`src/rtl/card_irq_pkg.sv`:
```
package card_irq_pkg;

  localparam int ADDR_W = 16;
  localparam int DATA_W = 8;

  localparam logic [ADDR_W-1:0] CARD_SELECT_OFFSET = 16'hfe00;
  localparam logic [ADDR_W-1:0] CARD_IRQ_FLAGS_OFFSET = 16'hfe01;
  localparam logic [ADDR_W-1:0] CARD_IRQ_ENABLE_OFFSET = 16'hfe02;

  localparam logic [DATA_W-1:0] SELECT_RESET = 8'h00;
  localparam logic [DATA_W-1:0] FLAGS_RESET = 8'h00;
  localparam logic [DATA_W-1:0] ENABLE_RESET = 8'h00;
  localparam logic [DATA_W-1:0] READ_ZERO = 8'h00;

  // Field positions in the select register
  localparam int SEL_HI_BIT = 3;
  localparam int SEL_LO_BIT = 2;
  localparam int BYPASS_BIT = 1;
  localparam logic [DATA_W-1:0] SELECT_WRITE_MASK = 8'h0e;

  // Flag bit positions, shared by flags and enable register
  localparam int WAIT_BIT = 7;
  localparam int CARD_EVT_BIT = 6;
  localparam int SUPPLY_BIT = 5;
  localparam int RX_AVAIL_BIT = 4;
  localparam int TX_EVT_BIT = 3;
  localparam int TX_DONE_BIT = 2;
  localparam int TX_ERR_BIT = 1;
  localparam int RX_ERR_BIT = 0;

  // Interface select encodings
  localparam logic [1:0] IFACE_NONE = 2'h0;
  localparam logic [1:0] IFACE_EXT = 2'h1;

  typedef enum logic [2:0] {
    ROUTE_NONE = 3'b001,
    ROUTE_EXT = 3'b010,
    ROUTE_INT = 3'b100
  } route_t;

  // Per-interface event bundle from the internal slot or the external interface
  typedef struct packed {
    logic wait_timeout;
    logic length_done;
    logic supply_timeout;
    logic rx_fifo_nonempty;
    logic tx_empty_flag;
    logic tx_full_flag;
    logic byte_sent;
    logic crc_sent;
    logic break_detected;
    logic tx_underrun;
    logic rx_overrun;
    logic rx_parity_err;
  } iface_events_t;

  // Direct line control bits of one card control register
  typedef struct packed {
    logic data;
    logic drive_en;
  } line_ctrl_t;

endpackage

```
`src/rtl/card_select_and_irq_flags.sv`:
```
// Contract
// - Select 00 routes UART nowhere, 01 to external interface, 1X to internal slot.
// - Writing select only routes the UART; it never starts activation.
// - Bypass set: I/O line follows control register data and direction bits.
// - Reading flags returns pending causes and clears the read-cleared flags.
// - Each cause is individually maskable by a matching enable bit.
// - Flags other than card detect (bit 6) reflect only events of the currently selected interface.
// - Bit 7 sets on wait timeout outside sync mode, on length done in sync mode; read clears.
// - Bit 6 sets on card detect event, works regardless of clock gating; read clears.
// - Bit 5 sets when supply stable timer expires; read clears.
// - Bit 4 follows receive FIFO not empty; flag read does not clear it.
// - In bypass, bit 4 is raised on each falling edge of selected I/O.
// - Bit 3 sets when tx empty or full rises; tx control read clears.
// - Bit 2 sets per byte sent incl. CRC, not on T=0 break; read clears.
// - Bit 1 sets on break or tx underrun; tx control read clears.
// - Bit 0 sets on rx overrun or parity error; rx control read clears.
// - A disabled cause still sets its flag but raises no interrupt.
//
// Decided for this implementation: strobed register access.
module card_select_and_irq_flags
  import card_irq_pkg::*;
(
  input wire logic clk,
  input wire logic rst_b,
  input wire logic [ADDR_W-1:0] reg_addr,
  input wire logic [DATA_W-1:0] reg_wdata,
  input wire logic reg_write,
  input wire logic reg_read,
  output logic [DATA_W-1:0] reg_rdata,
  input wire iface_events_t int_events,
  input wire iface_events_t ext_events,
  input wire logic sync_mode,
  input wire logic t0_mode,
  input wire logic break_detect_en,
  input wire logic tx_control_read,
  input wire logic rx_control_read,
  input wire logic card_detect_pin,
  input wire line_ctrl_t int_card_ctrl,
  input wire line_ctrl_t ext_card_ctrl,
  input wire logic uart_io_out,
  input wire logic uart_io_oe,
  input wire logic int_card_io_in,
  input wire logic ext_card_io_in,
  output logic int_card_io_out,
  output logic int_card_io_oe,
  output logic ext_card_io_out,
  output logic ext_card_io_oe,
  output logic uart_io_in,
  output logic uart_to_int,
  output logic uart_to_ext,
  output logic bypass_active,
  output logic card_irq
);

  logic [DATA_W-1:0] card_select_reg;
  logic [DATA_W-1:0] card_select_next;
  logic [DATA_W-1:0] card_irq_flags;
  logic [DATA_W-1:0] card_irq_flags_next;
  logic [DATA_W-1:0] card_irq_enable_reg;
  logic [DATA_W-1:0] card_irq_enable_next;
  logic [DATA_W-1:0] rdata_reg;
  logic [DATA_W-1:0] rdata_next;
  logic int_io_out_reg;
  logic int_io_oe_reg;
  logic ext_io_out_reg;
  logic ext_io_oe_reg;
  logic uart_io_in_reg;
  logic uart_to_int_reg;
  logic uart_to_ext_reg;
  logic bypass_reg;
  logic irq_reg;
  logic sel_io_last_reg;
  logic tx_empty_last_reg;
  logic tx_full_last_reg;

  route_t route;
  logic [1:0] interface_select;
  logic bypass_sel;
  logic hit_select;
  logic hit_flags;
  logic hit_enable;
  logic flags_read;
  iface_events_t ev;
  logic sel_io_in;
  logic sel_io_fall;
  logic card_event_pulse;
  logic [DATA_W-1:0] set_vec;
  logic [DATA_W-1:0] clr_vec;
  logic [DATA_W-1:0] level_mask;
  logic [DATA_W-1:0] level_val;

  card_event_sync u_card_event_sync (
    .clk(clk),
    .rst_b(rst_b),
    .card_detect_pin(card_detect_pin),
    .change_pulse(card_event_pulse)
  );

  // Register decode
  assign hit_select = reg_addr == CARD_SELECT_OFFSET;
  assign hit_flags = reg_addr == CARD_IRQ_FLAGS_OFFSET;
  assign hit_enable = reg_addr == CARD_IRQ_ENABLE_OFFSET;
  assign flags_read = reg_read && hit_flags;

  // Select register only stores routing; no activation strobe leaves here
  assign card_select_next = (reg_write && hit_select) ?
                            (reg_wdata & SELECT_WRITE_MASK) : card_select_reg;
  assign card_irq_enable_next = (reg_write && hit_enable) ? reg_wdata : card_irq_enable_reg;

  assign interface_select = card_select_reg[SEL_HI_BIT:SEL_LO_BIT];
  assign bypass_sel = card_select_reg[BYPASS_BIT];
  assign route = interface_select[1] ? ROUTE_INT :
                 (interface_select == IFACE_EXT) ? ROUTE_EXT : ROUTE_NONE;

  // Events of the unselected interface are blocked
  always_comb begin
    ev = '0;
    case (route)
      ROUTE_INT: ev = int_events;
      ROUTE_EXT: ev = ext_events;
      ROUTE_NONE: ev = '0;
      default: ev = '0;
    endcase
  end

  always_comb begin
    sel_io_in = 1'b1;
    case (route)
      ROUTE_INT: sel_io_in = int_card_io_in;
      ROUTE_EXT: sel_io_in = ext_card_io_in;
      ROUTE_NONE: sel_io_in = 1'b1;
      default: sel_io_in = 1'b1;
    endcase
  end

  // Idle-high line, so the start bit shows as a fall
  assign sel_io_fall = sel_io_last_reg && !sel_io_in;

  assign set_vec[WAIT_BIT] = sync_mode ? ev.length_done : ev.wait_timeout;
  // Card detect is outside the interface routing and the clock gate
  assign set_vec[CARD_EVT_BIT] = card_event_pulse;
  assign set_vec[SUPPLY_BIT] = ev.supply_timeout;
  assign set_vec[RX_AVAIL_BIT] = bypass_sel && sel_io_fall;
  assign set_vec[TX_EVT_BIT] = (ev.tx_empty_flag && !tx_empty_last_reg) ||
                               (ev.tx_full_flag && !tx_full_last_reg);
  assign set_vec[TX_DONE_BIT] = (ev.byte_sent &&
                                 !(t0_mode && break_detect_en && ev.break_detected)) ||
                                ev.crc_sent;
  assign set_vec[TX_ERR_BIT] = ev.break_detected || ev.tx_underrun;
  assign set_vec[RX_ERR_BIT] = ev.rx_overrun || ev.rx_parity_err;

  assign clr_vec[WAIT_BIT] = flags_read;
  assign clr_vec[CARD_EVT_BIT] = flags_read;
  assign clr_vec[SUPPLY_BIT] = flags_read;
  // Bypass-mode receive flag has no FIFO to empty, so a flag read clears it
  assign clr_vec[RX_AVAIL_BIT] = bypass_sel && flags_read;
  assign clr_vec[TX_EVT_BIT] = tx_control_read;
  assign clr_vec[TX_DONE_BIT] = flags_read;
  assign clr_vec[TX_ERR_BIT] = tx_control_read;
  assign clr_vec[RX_ERR_BIT] = rx_control_read;

  // Outside bypass the receive flag is a level tracking FIFO occupancy
  assign level_mask = bypass_sel ? READ_ZERO : (FLAGS_RESET | (8'h01 << RX_AVAIL_BIT));
  assign level_val = ev.rx_fifo_nonempty ? level_mask : READ_ZERO;

  // Set wins over clear in the same cycle
  genvar gi;
  generate
    for (gi = 0; gi < DATA_W; gi++) begin : g_flag
      assign card_irq_flags_next[gi] = level_mask[gi] ? level_val[gi] :
                                       (set_vec[gi] ||
                                        (card_irq_flags[gi] && !clr_vec[gi]));
    end
  endgenerate

  // Read data returns the state before this read's clear takes effect
  always_comb begin
    rdata_next = READ_ZERO;
    if (reg_read) begin
      if (hit_select) begin
        rdata_next = card_select_reg;
      end else if (hit_flags) begin
        rdata_next = card_irq_flags;
      end else if (hit_enable) begin
        rdata_next = card_irq_enable_reg;
      end
    end
  end

  always_ff @(posedge clk or negedge rst_b) begin
    if (!rst_b) begin
      card_select_reg <= SELECT_RESET;
    end else begin
      card_select_reg <= card_select_next;
    end
  end

  always_ff @(posedge clk or negedge rst_b) begin
    if (!rst_b) begin
      card_irq_flags <= FLAGS_RESET;
    end else begin
      card_irq_flags <= card_irq_flags_next;
    end
  end

  always_ff @(posedge clk or negedge rst_b) begin
    if (!rst_b) begin
      card_irq_enable_reg <= ENABLE_RESET;
    end else begin
      card_irq_enable_reg <= card_irq_enable_next;
    end
  end

  always_ff @(posedge clk or negedge rst_b) begin
    if (!rst_b) begin
      rdata_reg <= READ_ZERO;
    end else begin
      rdata_reg <= rdata_next;
    end
  end

  always_ff @(posedge clk or negedge rst_b) begin
    if (!rst_b) begin
      sel_io_last_reg <= 1'b1;
    end else begin
      sel_io_last_reg <= sel_io_in;
    end
  end

  always_ff @(posedge clk or negedge rst_b) begin
    if (!rst_b) begin
      tx_empty_last_reg <= 1'b0;
    end else begin
      tx_empty_last_reg <= ev.tx_empty_flag;
    end
  end

  always_ff @(posedge clk or negedge rst_b) begin
    if (!rst_b) begin
      tx_full_last_reg <= 1'b0;
    end else begin
      tx_full_last_reg <= ev.tx_full_flag;
    end
  end

  // Built from next-state values so the output tracks the flags with no extra lag
  always_ff @(posedge clk or negedge rst_b) begin
    if (!rst_b) begin
      irq_reg <= 1'b0;
    end else begin
      irq_reg <= |(card_irq_flags_next & card_irq_enable_next);
    end
  end

  // I/O routing; output path costs a cycle to keep outputs registered
  logic int_out_next;
  logic int_oe_next;
  logic ext_out_next;
  logic ext_oe_next;
  logic uart_in_next;

  assign int_out_next = bypass_sel ? int_card_ctrl.data : uart_io_out;
  assign int_oe_next = (route == ROUTE_INT) &&
                       (bypass_sel ? int_card_ctrl.drive_en : uart_io_oe);
  assign ext_out_next = bypass_sel ? ext_card_ctrl.data : uart_io_out;
  assign ext_oe_next = (route == ROUTE_EXT) &&
                       (bypass_sel ? ext_card_ctrl.drive_en : uart_io_oe);
  assign uart_in_next = bypass_sel ? 1'b1 : sel_io_in;

  always_ff @(posedge clk or negedge rst_b) begin
    if (!rst_b) begin
      int_io_out_reg <= 1'b1;
    end else begin
      int_io_out_reg <= int_out_next;
    end
  end

  always_ff @(posedge clk or negedge rst_b) begin
    if (!rst_b) begin
      int_io_oe_reg <= 1'b0;
    end else begin
      int_io_oe_reg <= int_oe_next;
    end
  end

  always_ff @(posedge clk or negedge rst_b) begin
    if (!rst_b) begin
      ext_io_out_reg <= 1'b1;
    end else begin
      ext_io_out_reg <= ext_out_next;
    end
  end

  always_ff @(posedge clk or negedge rst_b) begin
    if (!rst_b) begin
      ext_io_oe_reg <= 1'b0;
    end else begin
      ext_io_oe_reg <= ext_oe_next;
    end
  end

  always_ff @(posedge clk or negedge rst_b) begin
    if (!rst_b) begin
      uart_io_in_reg <= 1'b1;
    end else begin
      uart_io_in_reg <= uart_in_next;
    end
  end

  always_ff @(posedge clk or negedge rst_b) begin
    if (!rst_b) begin
      uart_to_int_reg <= 1'b0;
    end else begin
      uart_to_int_reg <= (route == ROUTE_INT) && !bypass_sel;
    end
  end

  always_ff @(posedge clk or negedge rst_b) begin
    if (!rst_b) begin
      uart_to_ext_reg <= 1'b0;
    end else begin
      uart_to_ext_reg <= (route == ROUTE_EXT) && !bypass_sel;
    end
  end

  always_ff @(posedge clk or negedge rst_b) begin
    if (!rst_b) begin
      bypass_reg <= 1'b0;
    end else begin
      bypass_reg <= bypass_sel;
    end
  end

  assign reg_rdata = rdata_reg;
  assign int_card_io_out = int_io_out_reg;
  assign int_card_io_oe = int_io_oe_reg;
  assign ext_card_io_out = ext_io_out_reg;
  assign ext_card_io_oe = ext_io_oe_reg;
  assign uart_io_in = uart_io_in_reg;
  assign uart_to_int = uart_to_int_reg;
  assign uart_to_ext = uart_to_ext_reg;
  assign bypass_active = bypass_reg;
  assign card_irq = irq_reg;

endmodule

```
`src/rtl/card_event_sync.sv`:
```
// Catches card detect pin changes; two-stage sync then edge detect.
module card_event_sync
  import card_irq_pkg::*;
(
  input wire logic clk,
  input wire logic rst_b,
  input wire logic card_detect_pin,
  output logic change_pulse
);

  localparam int WARM_STAGES = 3;

  logic meta_reg;
  logic sync_reg;
  logic last_reg;
  logic [WARM_STAGES-1:0] warm_reg;

  always_ff @(posedge clk or negedge rst_b) begin
    if (!rst_b) begin
      meta_reg <= 1'b0;
      sync_reg <= 1'b0;
      last_reg <= 1'b0;
      warm_reg <= '0;
    end else begin
      meta_reg <= card_detect_pin;
      sync_reg <= meta_reg;
      last_reg <= sync_reg;
      warm_reg <= {warm_reg[WARM_STAGES-2:0], 1'b1};
    end
  end

  // Insert, removal and fault all show as a transition on the pin
  // Held off until last_reg holds a real pin sample: a pin high at reset is no event
  assign change_pulse = warm_reg[WARM_STAGES-1] && (sync_reg ^ last_reg);

endmodule

```
`config.mk`:
```
export PLATFORM = sky130hd
export DESIGN_NAME = card_select_and_irq_flags
export DESIGN_NICKNAME = d
export VERILOG_FILES = /design/src/rtl/card_irq_pkg.sv /design/src/rtl/card_select_and_irq_flags.sv /design/src/rtl/card_event_sync.sv
export SDC_FILE = /design/constraint.sdc
export NUM_CORES = 1
export LEC_CHECK = 0
export BUFFER_PORTS_ARGS = -buffer_cell sky130_fd_sc_hd__buf_2
export CORE_ASPECT_RATIO = 0.9
export CORE_MARGIN = 3
export CORE_UTILIZATION = 45
export DETAILED_ROUTE_END_ITERATION = 12
export PLACE_DENSITY_LB_ADDON = 0.25
export SLEW_MARGIN = 10
export SYNTH_ARGS = -nofsm -noshare
export SYNTH_HDL_FRONTEND = slang
export SYNTH_SLANG_ARGS = --single-unit
```
`constraint.sdc`:
```
create_clock -name clk -period 3.35 [get_ports clk]
set_input_delay 0 -clock clk [delete_from_list [all_inputs] [get_ports clk]]
set_output_delay 0 -clock clk [all_outputs]
set_load 0.01 [all_outputs]
```
==> reports/metrics.cfg <==
[floorplanning]
rows = 21
dieArea_mm2 = 0.00500
coreArea_mm2 = 0.00386
start_util_pct = 48.8
die_w_um = 74.2
pin_count = 83
die_h_um = 67.4

[worst_setup_path]
worstSetupPathType = reg2reg
start_kind = register
cp_max_fo = 15
arrival_ps = 2400
cp.required_ps = 3520
endpoint_kind = register

[clocking]
clockRootBuffer = clkbuf_8
post_cts_resized = 0
cts_buffers = 5
clk_latency_ps = 300
cts_tree = done
cts_setup_buffers = 0
clockBufferDepth = 2
cts.sinks = 45
clk_pin_slew_worst_paths_ps = 80
cts_hold_buf = 28
htreeDepth = 2

[finish]
fin_area_mm2 = 0.00270
drive_above_1_share_pct = 40.5
mostFrequentLayoutCell = buf_2
final_cell_mix = buf_2 (82), dfrtp_1 (41), dlygate4sd3_1 (28)
nets = 339
area_growth_pct = 43.3
antenna_cells = 0
final_cell_count_no_fill = 320

[power]
vdd_drop_max_v = 0.000238
power.density_mw_per_mm2 = 384
seqPwrFrac_pct = 54.0
p_leak_nw = 1.36
power.internal_w = 0.000807
clockPowerShare_pct = 35.2
switching_share_pct = 22.1
comb_power_share_pct = 10.8
p_sw_w = 0.000229

[sta]
timing.fmax_mhz = 448
setup_viol = 0
fin_skew_ps = 5.70
rsz0062_at_grt = no
maxSlewViolCount = 0
fin_tns_setup_ps = 0
final.setup.worst_slack_ps = 1120
tightest_slew_ps = 929
hold_viol = 0
max_slew_margin_pct = 38.1
finalCritPeriodShare_pct = 66.6
fin_crit_ps = 2230

[routing]
drt-wirelength-per-cell_um = 14.7
drt.antenna.violating_nets = 0
avgViaCountPerCell = 5.20
drt_pass1_iterations = 4
vias = 1663
drc = 0
drt-initial-drc-count = 108
drt-total-wl_um = 4700

[yosys]
yosysSeqAreaShare_pct = 60.1
synth.distinct_cells = 34
synth-edff-count = 0
synthCells = 163
synth_warnings = 0
synth_ff_type = dfrtp_1
syn_area_per_cell_um2 = 11.6
async_flop_share_pct = 100
syn_nets = 229
syn-cell-area_mm2 = 0.00188
ys_ff_latch = 45

[placed_design]
io_buffers = 82
postPlaceCellArea_mm2 = 0.00232
dp_cells = 284
post-dp-hpwl_um = 3440
gp_congestion = 0.826
preCtsSetupSlack_ps = 998

[global_route]
grt_pass1_vias = 1656
track_usage_pct = 20.6
grt_first_pass_wirelength_um = 7620
grt_max_degree = 46
grt-ovfl-total = 0
antenna_found_initial = 0

[run_status]
status = finished clean

[hold_path]
hold_class = in2reg

[job]
maxCapViolCount = 0

==> logic make-up (layout without fill, tap and decap cells) <==
logic type,count (synthesis),after routing,share of synthesized area (%)
other,1,1,0.199
AOI/OAI and AO/OA,40,40,15.4
DFF,45,45,60.1
buffers and inverters,16,127,3.59
muxes,12,12,6.98
and+or+nand+nor,48,48,13.4
xor gates and xnor gates,1,1,0.465
==> power groups by stage <==
stage / sequential [W] / clock, W / combinational [W]
5_1_grt: 0.000561 / 0.000395 / 0.000127
2_1_floorplan: 0.000571 / 0 / 0.0000300
6_report: 0.000559 / 0.000364 / 0.000112
3_3_place_gp: 0.000570 / 0 / 0.0000887
4_1_cts: 0.000559 / 0.000372 / 0.000113
3_5_place_dp: 0.000570 / 0 / 0.0000894
==> through the flow <==
stage | utilization (%) | hold slack [ps] | total power (W)
3_3_place_gp | 60.0 | 112 | 0.000658
3_5_place_dp | 60.0 | 115 | 0.000660
6_report | 69.9 | 12.6 | 0.00104
4_1_cts | 69.9 | 6.81 | 0.00104
5_1_grt | 69.9 | 23.3 | 0.00108
2_1_floorplan | - | -296 | 0.000601
==> layer usage <==
metal / global-route usage (%) / wire length, µm / share of wire [%] / vias to the layer above
met3: 4.61 / 376 / 8.0 / 5
met1: 27.8 / 1940 / 41 / 796
li1: - / - / - / 794
met2: 32.7 / 2330 / 50 / 68
met4: 7.47 / 56 / 1.2 / 0
met5: 0 / 0 / 0 / -
==> worst paths after layout <==
path	slack [ps]	start	endpoint	depth (start not counted)
max	1120	card_select_reg[3]	card_irq	6
min	10	tx_control_read	card_irq_flags[1]	2
max reg2reg	1120	card_select_reg[3]	card_irq	6
min reg2reg	350	u_card_event_sync.meta_reg	u_card_event_sync.sync_reg	0
max in group asynchronous	2390	rst_b	u_card_event_sync.last_reg	2
min in group asynchronous	370	rst_b	reg_rdata[2]	2
==> cell usage after synthesis, types with 2 or more instances <==
library cell | instances | area share [%]
dfrtp_1 | 41 | 54
nor2_1 | 18 | 3.6
a22oi_1 | 11 | 4.4
nand2_1 | 11 | 2.2
inv_1 | 9 | 1.8
mux2_2 | 9 | 5.4
a21oi_1 | 6 | 1.6
clkbuf_1 | 6 | 1.2
o21ai_0 | 6 | 1.6
a22o_1 | 5 | 2.3
nor2b_1 | 5 | 1.7
dfstp_2 | 4 | 5.6
nand2b_1 | 4 | 1.3
mux2i_1 | 3 | 1.6
a21o_2 | 2 | 0.93
a221oi_1 | 2 | 0.93
nand4_1 | 2 | 0.66
o221ai_1 | 2 | 0.93
or4_4 | 2 | 1.2
==> worst max-delay path, stage by stage, from the launching register on <==
cell,delay (ps)
dfrtp_1,550
nor2b_1,610
a22o_1,250
a31oi_1,90
a211o_2,320
a22oi_1,190
nand4_1,90
==> layout make-up <==
type,instances,area (µm²)
clock buffers,7,96.3
multi-input cells,102,684
flip-flops and latches,45,1130
repair buffers,110,691
inverters,9,33.8
clock inverters,1,5.00
well taps,46,57.6
fillers,293,1160
Power figures use the tool's default switching activity.
